**src/logic/sise_pkg.sv**
```systemverilog
// Package of offsets, bit positions, reset values and constants for the SPI interrupt block.
package sise_pkg;

  localparam int unsigned SISE_ADDR_W = 8;
  localparam int unsigned SISE_NBITS = 14;

  // Register byte offsets.
  localparam logic [7:0] SISE_OFF_GLOBAL_IRQ_GATE_REG = 8'h1C;
  localparam logic [7:0] SISE_OFF_INTERRUPT_STATUS = 8'h20;
  localparam logic [7:0] SISE_OFF_INTERRUPT_ENABLE = 8'h28;

  // Field positions.
  localparam int unsigned SISE_GLOBAL_IRQ_GATE_BIT = 31;
  localparam int unsigned SISE_B_CMD_ERR = 13;
  localparam int unsigned SISE_B_LOOP_ERR = 12;
  localparam int unsigned SISE_B_MSB_ERR = 11;
  localparam int unsigned SISE_B_SLV_MODE_ERR = 10;
  localparam int unsigned SISE_B_POL_PHA_ERR = 9;
  localparam int unsigned SISE_B_RX_NOT_EMPTY = 8;
  localparam int unsigned SISE_B_SLAVE_SELECTED = 7;
  localparam int unsigned SISE_B_TX_HALF_EMPTY = 6;
  localparam int unsigned SISE_B_RX_OVERRUN = 5;
  localparam int unsigned SISE_B_RX_FULL = 4;
  localparam int unsigned SISE_B_TX_UNDERRUN = 3;
  localparam int unsigned SISE_B_TX_EMPTY = 2;
  localparam int unsigned SISE_B_DISABLED_TARGET_FAULT = 1;
  localparam int unsigned SISE_B_MASTER_SELECT_FAULT = 0;

  // Mask of the enable bits that only matter in dual or quad operation.
  localparam logic [13:0] SISE_DUAL_QUAD_MASK = 14'h3E00;

  // Reset values.
  localparam logic [13:0] SISE_STATUS_RST = 14'h0000;
  localparam logic [13:0] SISE_ENABLE_RST = 14'h0000;
  localparam logic SISE_GATE_RST = 1'b0;

  // Transmit occupancy at the half-depth point for the two FIFO depths.
  localparam logic [7:0] SISE_HALF_16 = 8'h08;
  localparam logic [7:0] SISE_HALF_256 = 8'h80;

endpackage : sise_pkg

```
**src/logic/sise_irq_ctrl.sv**
```systemverilog
// Interrupt status, enable and global gate logic of the SPI master/slave core.
`timescale 1ns/1ps
`default_nettype none

// Contract
// Standard slave with FIFOs: first received beat strobes status bit 8.
// Without FIFOs bit 8 reads zero; it means nothing in dual/quad.
// Standard slave only: being selected by a master strobes bit 7.
// With FIFOs, occupancy dropping across half depth strobes bit 6.
// Storing into a full receive buffer strobes overrun bit 5; the code never sets it in dual/quad slave operation.
// Bit 4 strobes per element without FIFOs, on FIFO fill with FIFOs.
// Enabled standard slave requesting data from empty transmit strobes bit 3.
// On underrun the slave shifts out an all-zero element.
// Bit 2 strobes per element without FIFOs, on FIFO drain with FIFOs.
// Master starts no transfer while transmit empty bit is one.
// Select while disabled slave sets bit 1, held while condition stays.
// Select input active while master sets bit 0 at once.
// Writing one toggles a status bit; writing zero leaves it.
// Interrupt asserts when any status bit and matching enable are set.
// Enable register bits 13..0 read/write, cleared on reset.
// Enable bits 13..9 matter only in dual or quad operation.
// Slave-selected enable has no effect while operating as master.
// Without FIFOs the receive-not-empty enable has no effect.
// In execute-in-place builds only the two XIP registers are exposed.
// Global gate bit 31, reset zero, gates the combined interrupt.
// Dual/quad: polarity/phase programmed 01 or 10 sets bit 9.
// A hardware set and a toggle in one clock leave the bit set.
// Bits the configuration cannot produce are never set by hardware.
module sise_irq_ctrl
  import sise_pkg::*;
(
  input wire logic sys_clk, // Bus clock, 25 MHz.
  input wire logic resetn, // Asynchronous reset, active low.
  input wire logic reg_wr, // Register write strobe.
  input wire logic reg_rd, // Register read strobe.
  input wire logic [7:0] reg_addr, // Register byte address.
  input wire logic [31:0] reg_wdata, // Register write data.
  output logic [31:0] reg_rdata, // Read data, valid with reg_rvalid.
  output logic reg_rvalid, // One-cycle read answer.
  input wire logic cfg_fifo_present, // Core built with FIFOs.
  input wire logic cfg_depth_256, // FIFO depth 256 instead of 16.
  input wire logic cfg_dual_quad, // Dual or quad operation.
  input wire logic cfg_master, // Configured as master.
  input wire logic cfg_xip, // Execute-in-place build.
  input wire logic serial_enable_bit, // Core enable.
  input wire logic cfg_cpol, // Clock polarity control bit.
  input wire logic cfg_cpha, // Clock phase control bit.
  input wire logic ss_active, // Slave select input active.
  input wire logic rx_first_beat, // First beat entered the receive FIFO.
  input wire logic [7:0] tx_occupancy, // Transmit FIFO occupancy value.
  input wire logic rx_store_try, // Engine stores a completed element.
  input wire logic rx_buf_full, // Receive buffer is full.
  input wire logic element_end, // End of an element transfer.
  input wire logic rx_fifo_filled, // This transfer filled the receive FIFO.
  input wire logic tx_req_empty, // Transmit data requested while empty.
  input wire logic tx_fifo_emptied, // This transfer emptied the transmit FIFO.
  input wire logic cmd_err_strobe, // Dual/quad command error.
  input wire logic loop_err_strobe, // Dual/quad loopback error.
  input wire logic msb_err_strobe, // Dual/quad bit-order error.
  input wire logic slv_mode_err_strobe, // Dual/quad slave-mode error.
  output logic irq, // Combined interrupt request.
  output logic tx_load_zero, // Load all-zero element into shift register.
  output logic master_start_allow // Master may start a transfer.
);

  typedef struct packed {
    logic [13:0] status;
    logic [13:0] enable;
    logic gate;
    logic ss_prev;
    logic [7:0] occ_prev;
    logic irq;
    logic [31:0] rdata;
    logic rvalid;
    logic load_zero;
    logic start_allow;
  } sise_state_t;

  sise_state_t st_q;
  sise_state_t st_d;
  logic [1:0] rst_sync_q;
  logic rst_n;

  function automatic logic sise_hit(input logic [7:0] addr, input logic [7:0] off, input logic xip);
    sise_hit = (addr == off) && !xip;
  endfunction : sise_hit

  // Enable mask seen by the interrupt output for the current configuration.
  function automatic logic [13:0] sise_eff_en(input logic [13:0] en, input logic dq, input logic mst,
                                              input logic fifo);
    logic [13:0] m;
    m = en;
    if (!dq) begin
      m = m & ~SISE_DUAL_QUAD_MASK;
    end
    if (mst) begin
      m[SISE_B_SLAVE_SELECTED] = 1'b0;
    end
    if (!fifo) begin
      m[SISE_B_RX_NOT_EMPTY] = 1'b0;
    end
    sise_eff_en = m;
  endfunction : sise_eff_en

  always_ff @(posedge sys_clk or negedge resetn) begin
    if (!resetn) begin
      rst_sync_q <= 2'b00;
    end else begin
      rst_sync_q <= {rst_sync_q[0], 1'b1};
    end
  end
  assign rst_n = rst_sync_q[1];

  logic [13:0] set_v;
  logic [13:0] tog_v;
  logic [7:0] half_v;
  logic std_slave;

  always_comb begin
    st_d = st_q;
    st_d.rvalid = 1'b0;
    st_d.load_zero = 1'b0;
    set_v = '0;
    tog_v = '0;
    std_slave = !cfg_dual_quad && !cfg_master;
    half_v = cfg_depth_256 ? SISE_HALF_256 : SISE_HALF_16;
    st_d.ss_prev = ss_active;
    st_d.occ_prev = tx_occupancy;
    set_v[SISE_B_RX_NOT_EMPTY] = cfg_fifo_present && std_slave && rx_first_beat;
    set_v[SISE_B_SLAVE_SELECTED] = std_slave && ss_active && !st_q.ss_prev;
    set_v[SISE_B_TX_HALF_EMPTY] = cfg_fifo_present && (st_q.occ_prev == half_v) &&
                                  (tx_occupancy == half_v - 8'h01);
    set_v[SISE_B_RX_OVERRUN] = rx_store_try && rx_buf_full && (!cfg_dual_quad || cfg_master);
    set_v[SISE_B_RX_FULL] = element_end && (!cfg_fifo_present || rx_fifo_filled);
    set_v[SISE_B_TX_UNDERRUN] = std_slave && serial_enable_bit && element_end && tx_req_empty;
    set_v[SISE_B_TX_EMPTY] = element_end && (!cfg_fifo_present || tx_fifo_emptied);
    set_v[SISE_B_DISABLED_TARGET_FAULT] = !cfg_master && !serial_enable_bit && ss_active;
    set_v[SISE_B_MASTER_SELECT_FAULT] = cfg_master && ss_active && !st_q.ss_prev;
    set_v[SISE_B_POL_PHA_ERR] = cfg_dual_quad && (cfg_cpol != cfg_cpha);
    set_v[SISE_B_SLV_MODE_ERR] = cfg_dual_quad && slv_mode_err_strobe;
    set_v[SISE_B_MSB_ERR] = cfg_dual_quad && msb_err_strobe;
    set_v[SISE_B_LOOP_ERR] = cfg_dual_quad && loop_err_strobe;
    set_v[SISE_B_CMD_ERR] = cfg_dual_quad && cmd_err_strobe;
    // The slave has nothing valid to send, so a zero element goes out instead.
    st_d.load_zero = set_v[SISE_B_TX_UNDERRUN];
    if (reg_wr && sise_hit(reg_addr, SISE_OFF_INTERRUPT_STATUS, cfg_xip)) begin
      tog_v = reg_wdata[13:0];
    end
    if (reg_wr && sise_hit(reg_addr, SISE_OFF_INTERRUPT_ENABLE, cfg_xip)) begin
      st_d.enable = reg_wdata[13:0];
    end
    if (reg_wr && sise_hit(reg_addr, SISE_OFF_GLOBAL_IRQ_GATE_REG, cfg_xip)) begin
      st_d.gate = reg_wdata[SISE_GLOBAL_IRQ_GATE_BIT];
    end
    // Set is ORed after the toggle so an event never disappears under a write.
    st_d.status = (st_q.status ^ tog_v) | set_v;
    st_d.irq = st_d.gate &&
               |(st_d.status & sise_eff_en(st_d.enable, cfg_dual_quad, cfg_master, cfg_fifo_present));
    st_d.start_allow = !st_d.status[SISE_B_TX_EMPTY];
    if (reg_rd) begin
      st_d.rvalid = 1'b1;
      st_d.rdata = '0;
      if (sise_hit(reg_addr, SISE_OFF_INTERRUPT_STATUS, cfg_xip)) begin
        st_d.rdata[13:0] = st_q.status;
        if (!cfg_fifo_present) begin
          st_d.rdata[SISE_B_RX_NOT_EMPTY] = 1'b0;
        end
      end else if (sise_hit(reg_addr, SISE_OFF_INTERRUPT_ENABLE, cfg_xip)) begin
        st_d.rdata[13:0] = st_q.enable;
      end else if (sise_hit(reg_addr, SISE_OFF_GLOBAL_IRQ_GATE_REG, cfg_xip)) begin
        st_d.rdata[SISE_GLOBAL_IRQ_GATE_BIT] = st_q.gate;
      end
    end
  end

  always_ff @(posedge sys_clk or negedge rst_n) begin
    if (!rst_n) begin
      st_q <= '{status: SISE_STATUS_RST, enable: SISE_ENABLE_RST, gate: SISE_GATE_RST, ss_prev: 1'b0,
                occ_prev: 8'h00, irq: 1'b0, rdata: 32'h0000_0000, rvalid: 1'b0, load_zero: 1'b0,
                start_allow: 1'b1};
    end else begin
      st_q <= st_d;
    end
  end

  assign reg_rdata = st_q.rdata;
  assign reg_rvalid = st_q.rvalid;
  assign irq = st_q.irq;
  assign tx_load_zero = st_q.load_zero;
  assign master_start_allow = st_q.start_allow;

  property p_rx_not_empty;
    @(posedge sys_clk) disable iff (!rst_n)
    rx_first_beat && cfg_fifo_present && !cfg_dual_quad && !cfg_master |=> st_q.status[SISE_B_RX_NOT_EMPTY];
  endproperty
  a_rx_not_empty: assert property (p_rx_not_empty) else $error("receive not-empty event lost");

  property p_no_fifo_read;
    @(posedge sys_clk) disable iff (!rst_n)
    reg_rd && !cfg_fifo_present && reg_addr == SISE_OFF_INTERRUPT_STATUS |=> !reg_rdata[SISE_B_RX_NOT_EMPTY];
  endproperty
  a_no_fifo_read: assert property (p_no_fifo_read) else $error("bit 8 read nonzero without FIFOs");

  property p_selected;
    @(posedge sys_clk) disable iff (!rst_n)
    $rose(ss_active) && !cfg_dual_quad && !cfg_master ##1 1'b1 |-> st_q.status[SISE_B_SLAVE_SELECTED];
  endproperty
  a_selected: assert property (p_selected) else $error("slave selected event lost");

  property p_half_empty;
    @(posedge sys_clk) disable iff (!rst_n)
    cfg_fifo_present && !cfg_depth_256 && st_q.occ_prev == SISE_HALF_16 && tx_occupancy == 8'h07
    |=> st_q.status[SISE_B_TX_HALF_EMPTY];
  endproperty
  a_half_empty: assert property (p_half_empty) else $error("half-empty crossing missed");

  property p_underrun;
    @(posedge sys_clk) disable iff (!rst_n)
    element_end && tx_req_empty && serial_enable_bit && !cfg_dual_quad && !cfg_master
    |=> tx_load_zero && st_q.status[SISE_B_TX_UNDERRUN] ##1 (!tx_load_zero || $past(element_end));
  endproperty
  a_underrun: assert property (p_underrun) else $error("underrun not flagged or zero load missing");

  property p_start_block;
    @(posedge sys_clk) disable iff (!rst_n)
    element_end && (!cfg_fifo_present || tx_fifo_emptied) |=> !master_start_allow && st_q.status[SISE_B_TX_EMPTY];
  endproperty
  a_start_block: assert property (p_start_block) else $error("transfer allowed while transmit empty set");

  property p_slave_fault_hold;
    @(posedge sys_clk) disable iff (!rst_n)
    (ss_active && !cfg_master && !serial_enable_bit)[*2] |=> st_q.status[SISE_B_DISABLED_TARGET_FAULT];
  endproperty
  a_slave_fault_hold: assert property (p_slave_fault_hold) else $error("disabled select fault not held");

  property p_master_fault;
    @(posedge sys_clk) disable iff (!rst_n)
    cfg_master && $rose(ss_active) ##1 1'b1 |-> st_q.status[SISE_B_MASTER_SELECT_FAULT];
  endproperty
  a_master_fault: assert property (p_master_fault) else $error("master select fault missed");

  property p_toggle;
    @(posedge sys_clk) disable iff (!rst_n)
    reg_wr && !cfg_xip && reg_addr == SISE_OFF_INTERRUPT_STATUS && reg_wdata[SISE_B_RX_FULL] && !element_end
    |=> st_q.status[SISE_B_RX_FULL] != $past(st_q.status[SISE_B_RX_FULL]);
  endproperty
  a_toggle: assert property (p_toggle) else $error("write of one did not toggle");

  property p_set_wins;
    @(posedge sys_clk) disable iff (!rst_n)
    reg_wr && !cfg_xip && reg_addr == SISE_OFF_INTERRUPT_STATUS && reg_wdata[SISE_B_RX_FULL] && element_end
    && !cfg_fifo_present |=> st_q.status[SISE_B_RX_FULL];
  endproperty
  a_set_wins: assert property (p_set_wins) else $error("event lost under toggle write");

  property p_gate;
    @(posedge sys_clk) disable iff (!rst_n)
    irq |-> st_q.gate && |(st_q.status & st_q.enable);
  endproperty
  a_gate: assert property (p_gate) else $error("interrupt without gate or enabled status");

  property p_master_mask;
    @(posedge sys_clk) disable iff (!rst_n)
    irq && cfg_master && $past(cfg_master) |-> |(st_q.status & st_q.enable & 14'h3F7F);
  endproperty
  a_master_mask: assert property (p_master_mask) else $error("slave-selected enable raised interrupt");

  property p_overrun;
    @(posedge sys_clk) disable iff (!rst_n)
    rx_store_try && rx_buf_full && (!cfg_dual_quad || cfg_master) |=> st_q.status[SISE_B_RX_OVERRUN];
  endproperty
  a_overrun: assert property (p_overrun) else $error("receive overrun event lost");

  property p_full_no_fifo;
    @(posedge sys_clk) disable iff (!rst_n)
    element_end && !cfg_fifo_present |=> st_q.status[SISE_B_RX_FULL];
  endproperty
  a_full_no_fifo: assert property (p_full_no_fifo) else $error("receive full not set per element");

  // With FIFOs a plain element end must not raise the full flag; only the filling transfer does.
  property p_full_fifo_quiet;
    @(posedge sys_clk) disable iff (!rst_n)
    cfg_fifo_present && !rx_fifo_filled && !st_q.status[SISE_B_RX_FULL] &&
    !(reg_wr && reg_addr == SISE_OFF_INTERRUPT_STATUS) |=> !st_q.status[SISE_B_RX_FULL];
  endproperty
  a_full_fifo_quiet: assert property (p_full_fifo_quiet) else $error("receive full set before FIFO filled");

  property p_pol_pha;
    @(posedge sys_clk) disable iff (!rst_n)
    cfg_dual_quad && (cfg_cpol != cfg_cpha) |=> st_q.status[SISE_B_POL_PHA_ERR];
  endproperty
  a_pol_pha: assert property (p_pol_pha) else $error("polarity and phase error missed");

  property p_std_quiet;
    @(posedge sys_clk) disable iff (!rst_n)
    !cfg_dual_quad && !st_q.status[SISE_B_CMD_ERR] && !(reg_wr && reg_addr == SISE_OFF_INTERRUPT_STATUS)
    |=> !st_q.status[SISE_B_CMD_ERR];
  endproperty
  a_std_quiet: assert property (p_std_quiet) else $error("command error set outside dual or quad");

  property p_enable_wr;
    @(posedge sys_clk) disable iff (!rst_n)
    reg_wr && !cfg_xip && reg_addr == SISE_OFF_INTERRUPT_ENABLE
    |=> {18'h0, st_q.enable} == ($past(reg_wdata) & 32'h0000_3FFF);
  endproperty
  a_enable_wr: assert property (p_enable_wr) else $error("enable write did not land");

  // Bit 4 is never masked by the configuration, so it shows the positive side of the gating.
  property p_irq_on;
    @(posedge sys_clk) disable iff (!rst_n)
    st_q.gate && st_q.status[SISE_B_RX_FULL] && st_q.enable[SISE_B_RX_FULL] |-> irq;
  endproperty
  a_irq_on: assert property (p_irq_on) else $error("enabled status did not raise interrupt");

endmodule : sise_irq_ctrl

`default_nettype wire

```
**config.mk**
```make
export PLATFORM = sky130hd
export DESIGN_NAME = sise_irq_ctrl
export DESIGN_NICKNAME = d
export VERILOG_FILES = /design/src/logic/sise_pkg.sv /design/src/logic/sise_irq_ctrl.sv
export SDC_FILE = /design/constraint.sdc
export NUM_CORES = 1
export LEC_CHECK = 0
export ABC_CLOCK_PERIOD_IN_PS = 3100
export BUFFER_PORTS_ARGS = -buffer_cell sky130_fd_sc_hd__buf_2
export CAP_MARGIN = 10
export CORE_ASPECT_RATIO = 0.5
export CORE_MARGIN = 1
export CORE_UTILIZATION = 54
export DETAILED_ROUTE_END_ITERATION = 16
export GPL_ROUTABILITY_DRIVEN = 1
export MAX_ROUTING_LAYER = met4
export PLACE_DENSITY = 0.85
export RECOVER_POWER = 100
export SLEW_MARGIN = 20
export SYNTH_ARGS = -nofsm -noshare
export SYNTH_HDL_FRONTEND = slang
export SYNTH_SLANG_ARGS = --single-unit
```
**constraint.sdc**
```tcl
create_clock -name sys_clk -period 3.1 [get_ports sys_clk]
set_input_delay 0.465 -clock sys_clk [delete_from_list [all_inputs] [get_ports sys_clk]]
set_output_delay 0.465 -clock sys_clk [all_outputs]
set_load 0.01 [all_outputs]
```
# Word-level counts from Yosys, hierarchy flattened
# Cells that the tools add are included.
# totals
inputBits	72
regBits	59
output_inout_bits	36
elab_cells	76
# classes
eq_ne	6
mux	14
bitwise_logic	3
reduce_logical	41
n_addsub	1
# ops
cell	count
14-bit 2-to-1 mux	5
1-bit logical AND	30
8-bit by 6-bit equality test with 1-bit output (second input constant)	2
8-bit equality test	2
14-bit bitwise AND	1
14-bit bitwise OR	1
14-bit OR reduction	1
14-bit XOR	1
8-bit by 5-bit equality test with 1-bit output (second input constant)	1
1-bit 2-to-1 mux	8
8-bit 2-to-1 mux	1
8-bit by 1-bit subtractor with 8-bit output (second input constant)	1
1-bit zero test	7
1-bit logical OR	3
1-bit inequality test	1

# Longest topological paths before layout
# logic_depth
depth_word	9
depth_mapped	9
mapped_depth_nobuf	6

# Worst setup path after synthesis
# No wires, ideal clock.
# synth_path
path_kind	input to register
from	in reg_addr[4]
to	reg st_q (netlist bit irq)
required_ns	2.952
setup_ns	0.148
path_stages	7
path_buffers	1
path_slack_ns	0.526
arrival_ns	2.427
cell_sequence	or4b_4 -> nor3_4 -> buf_6 -> mux2_1 -> a21boi_0 -> a2111oi_1 -> a41oi_1
# synth_rtl
item	line	text
from (decl)	sise_irq_ctrl.sv:36	input wire logic [7:0] reg_addr,
to (signal assigned)	sise_irq_ctrl.sv:178	st_q <= '{status: SISE_STATUS_RST, enable: SISE_ENABLE_RST, gate: SISE_GATE_RST, ss_prev: 1'b0,
to (signal assigned)	sise_irq_ctrl.sv:182	st_q <= st_d;
to (decl)	sise_irq_ctrl.sv:79	sise_state_t st_q;

==> flow_summary.toml <==
[detailed_routing]
wire_per_inst_microns = 16.58
via_per_inst = 5.383
vias = 2320
drt-pass1-iter-count = 4
drc_errors = 0
first_iter_violations = 147
finalWirelength_microns = 7148
ant_nets = 0

[flow_run]
maxCapViolations = 1

[synth]
yosys-top-cells-area = "dfrtp_1, buf_4, mux2_2"
netlist_top_cells_count = "dfrtp_1, buf_4, inv_1"
ys_warn_count = 0
synth_top_area_frac = 0.4677
seq_area_frac_synth = 0.4762
synthCells = 291
ys_ff_latch = 59
synth-edff-count = 0
synth_cell_types = 50
synth.most_common_cell = "dfrtp_1"
avgSynthCellArea_sq_um = 10.66
synth_top_area_cell = "dfrtp_1"
async_reset_ff_frac = 1.000
synth_ff_type = "dfrtp_1"
syn_area_sq_um = 3103

[run_status]
outcome = "finished, violations left"
violations = "max-capacitance violations, max-slew violations"

[die]
core_area_sq_um = 5515
die_h_microns = 55.60
die_w_microns = 109.2
num_rows = 19
fp.dieArea_sq_um = 6072
pin_count = 108
start_util = 0.5626

[timing]
setup_tns_ns = 0
clock.fmax_mhz = 359.3
min_period_over_period = 0.8977
final_hold_viol_count = 0
finalCriticalPeriod_ns = 2.783
slew_viol_final = 38
max_slew_margin = -0.005671
rsz0062_at_grt = "no"
final-setup-viol-count = 0
finClkSkew_ns = 0.004703
max_slew.worst_pin.slew_ns = 1.509

[power_and_ir_drop]
leakagePower_nw = 1.592
power_density_nw_per_um2 = 518.5
vdd_drop_max_mv = 0.3100

[cts]
tritoncts = "yes"
cts.sinks = 59
clk_pin_slew_ns = 0.05
clock_path_buffers = 2
cts_buffers = 9
clk_latency_ns = 0.33
h-tree-depth = 3
cts_root_buf = "clkbuf_16"

[global_routing]
grt_max_degree = 38
grt_use_total = 0.2721
antenna_found_initial = 0
grt_pass1_wl_microns = 11700
overflow = 0
grt_pass1_vias = 2393

[critical_path]
start_kind = "input port"
path_class = "input port to flip-flop"
critPathArrivalTime_ns = 2.95
slowest_delay_ns = 0.55
cp_max_fo = 14
required_ns = 3.26
cp_top_family = "simple AND/OR/NAND/NOR gates"
end_kind = "flip-flop"
path_cells = "buf_2 > or4b_1 > nor3_1 > buf_12 > mux2_2 > a21boi_0 > o41ai_1 > a41oi_1"
cp_num_buf_inv = 2
critPathSlowestCell = "or4b_1"

[cells_and_area]
areaGrowthSynthToFinish_pct = 13.27
antenna_cells = 0
finalNetCount = 426
finalNonFillerCells = 431
drive_gt1_frac = 0.2346

[place]
place_inst = 415
io_buffers = 73
hpwl_microns = 5095
gp_congestion = 0.7888

[min_path]
min_path_type = "input port to flip-flop"
==> layout make-up <==
| type | count | area, sq um |
|---|---|---|
| sequential | 59 | 1478 |
| clock buffer | 12 | 246.5 |
| timing repair buffer | 80 | 385.4 |
| fill | 459 | 2001 |
| inverter | 30 | 112.6 |
| clock inverter | 3 | 15.01 |
| tap | 73 | 91.34 |
| multi-input combinational | 174 | 1186 |
==> logic make-up after synthesis <==
group,synth area share
and+or+nand+nor,0.1593
buffers and inverters,0.1419
DFF,0.4762
AOI/OAI and AO/OA,0.08871
muxes,0.1089
xor gates and xnor gates,0.02258
other,0.002420
==> power breakdown <==
group          internal [mW]  switching, mW
Combinational         0.0569         0.0828
Sequential             0.790         0.0185
Clock                  0.552          0.321
==> placed cells by master (no fill, tap or decap), types with 2 or more instances in the layout <==
cell type / instances
a211oi_1: 2
a21boi_0: 5
a21oi_1: 4
a221oi_1: 3
and3_1: 3
and4_1: 3
buf_2: 44
buf_4: 2
clkbuf_1: 34
clkbuf_16: 9
clkinv_2: 3
conb_1: 18
dfrtp_1: 58
inv_1: 30
mux2_1: 9
mux2_2: 14
mux2_4: 3
mux2i_1: 3
nand2_1: 16
nand3_1: 17
nand3b_1: 2
nand4_1: 2
nor2_1: 7
nor3_1: 3
nor3b_1: 3
nor4_1: 10
o21ai_0: 20
or2b_2: 2
xnor2_1: 8
==> sequential cells by signal (all words and copies together), names as in the netlist <==
register / cells
st_q: 38
reg_rdata: 15
rst_sync_q: 2
irq: 1
master_start_allow: 1
reg_rvalid: 1
tx_load_zero: 1
==> per-stage QoR <==
step                      setup slack [ns]    util  hold WS [ns]  area, sq um  power (mW)
after CTS                           0.5329  0.6568        0.2517         3622       1.840
after global routing                0.2365  0.6373        0.2524         3515       1.886
after detailed placement            0.2208  0.6075        0.2541         3351      0.9639
after floorplan                     0.5256       -        0.1694         3163      0.9122
after global placement              0.2893  0.6075        0.2511         3351      0.9547
final                               0.3171  0.6373        0.2592         3515       1.822
==> path summary, 6_finish.rpt <==
check                                      from            end  slack (ns)  cells after the start
worst max-delay path                reg_addr[4]            irq        0.32                      8
max in group asynchronous         rst_sync_q[1]       st_q[71]        0.74                      1
worst min-delay path            tx_occupancy[1]       st_q[37]        0.26                      1
min in group asynchronous                resetn  rst_sync_q[0]        0.46                      2
worst min register to register    rst_sync_q[0]  rst_sync_q[1]        0.36                      0
worst max register to register    rst_sync_q[1]       st_q[71]        0.74                      1
==> routing by layer <==
layer | up-vias | part of all wire | GRT usage
met4 | 0 | 0.016 | 0.08762
met2 | 101 | 0.48 | 0.4115
met1 | 1126 | 0.42 | 0.3391
li1 | 1081 | - | -
met3 | 12 | 0.090 | 0.1042
met5 | - | 0 | -
==> timing repair <==
item                                   4_1_cts  5_1_grt
hold buffers                                 1        0
endpoints found under the hold margin        2        0
setup endpoints to repair                    0        0
gates resized for setup                      0        0
buffers inserted                             0        0
(Power assumes the default switching activity.)
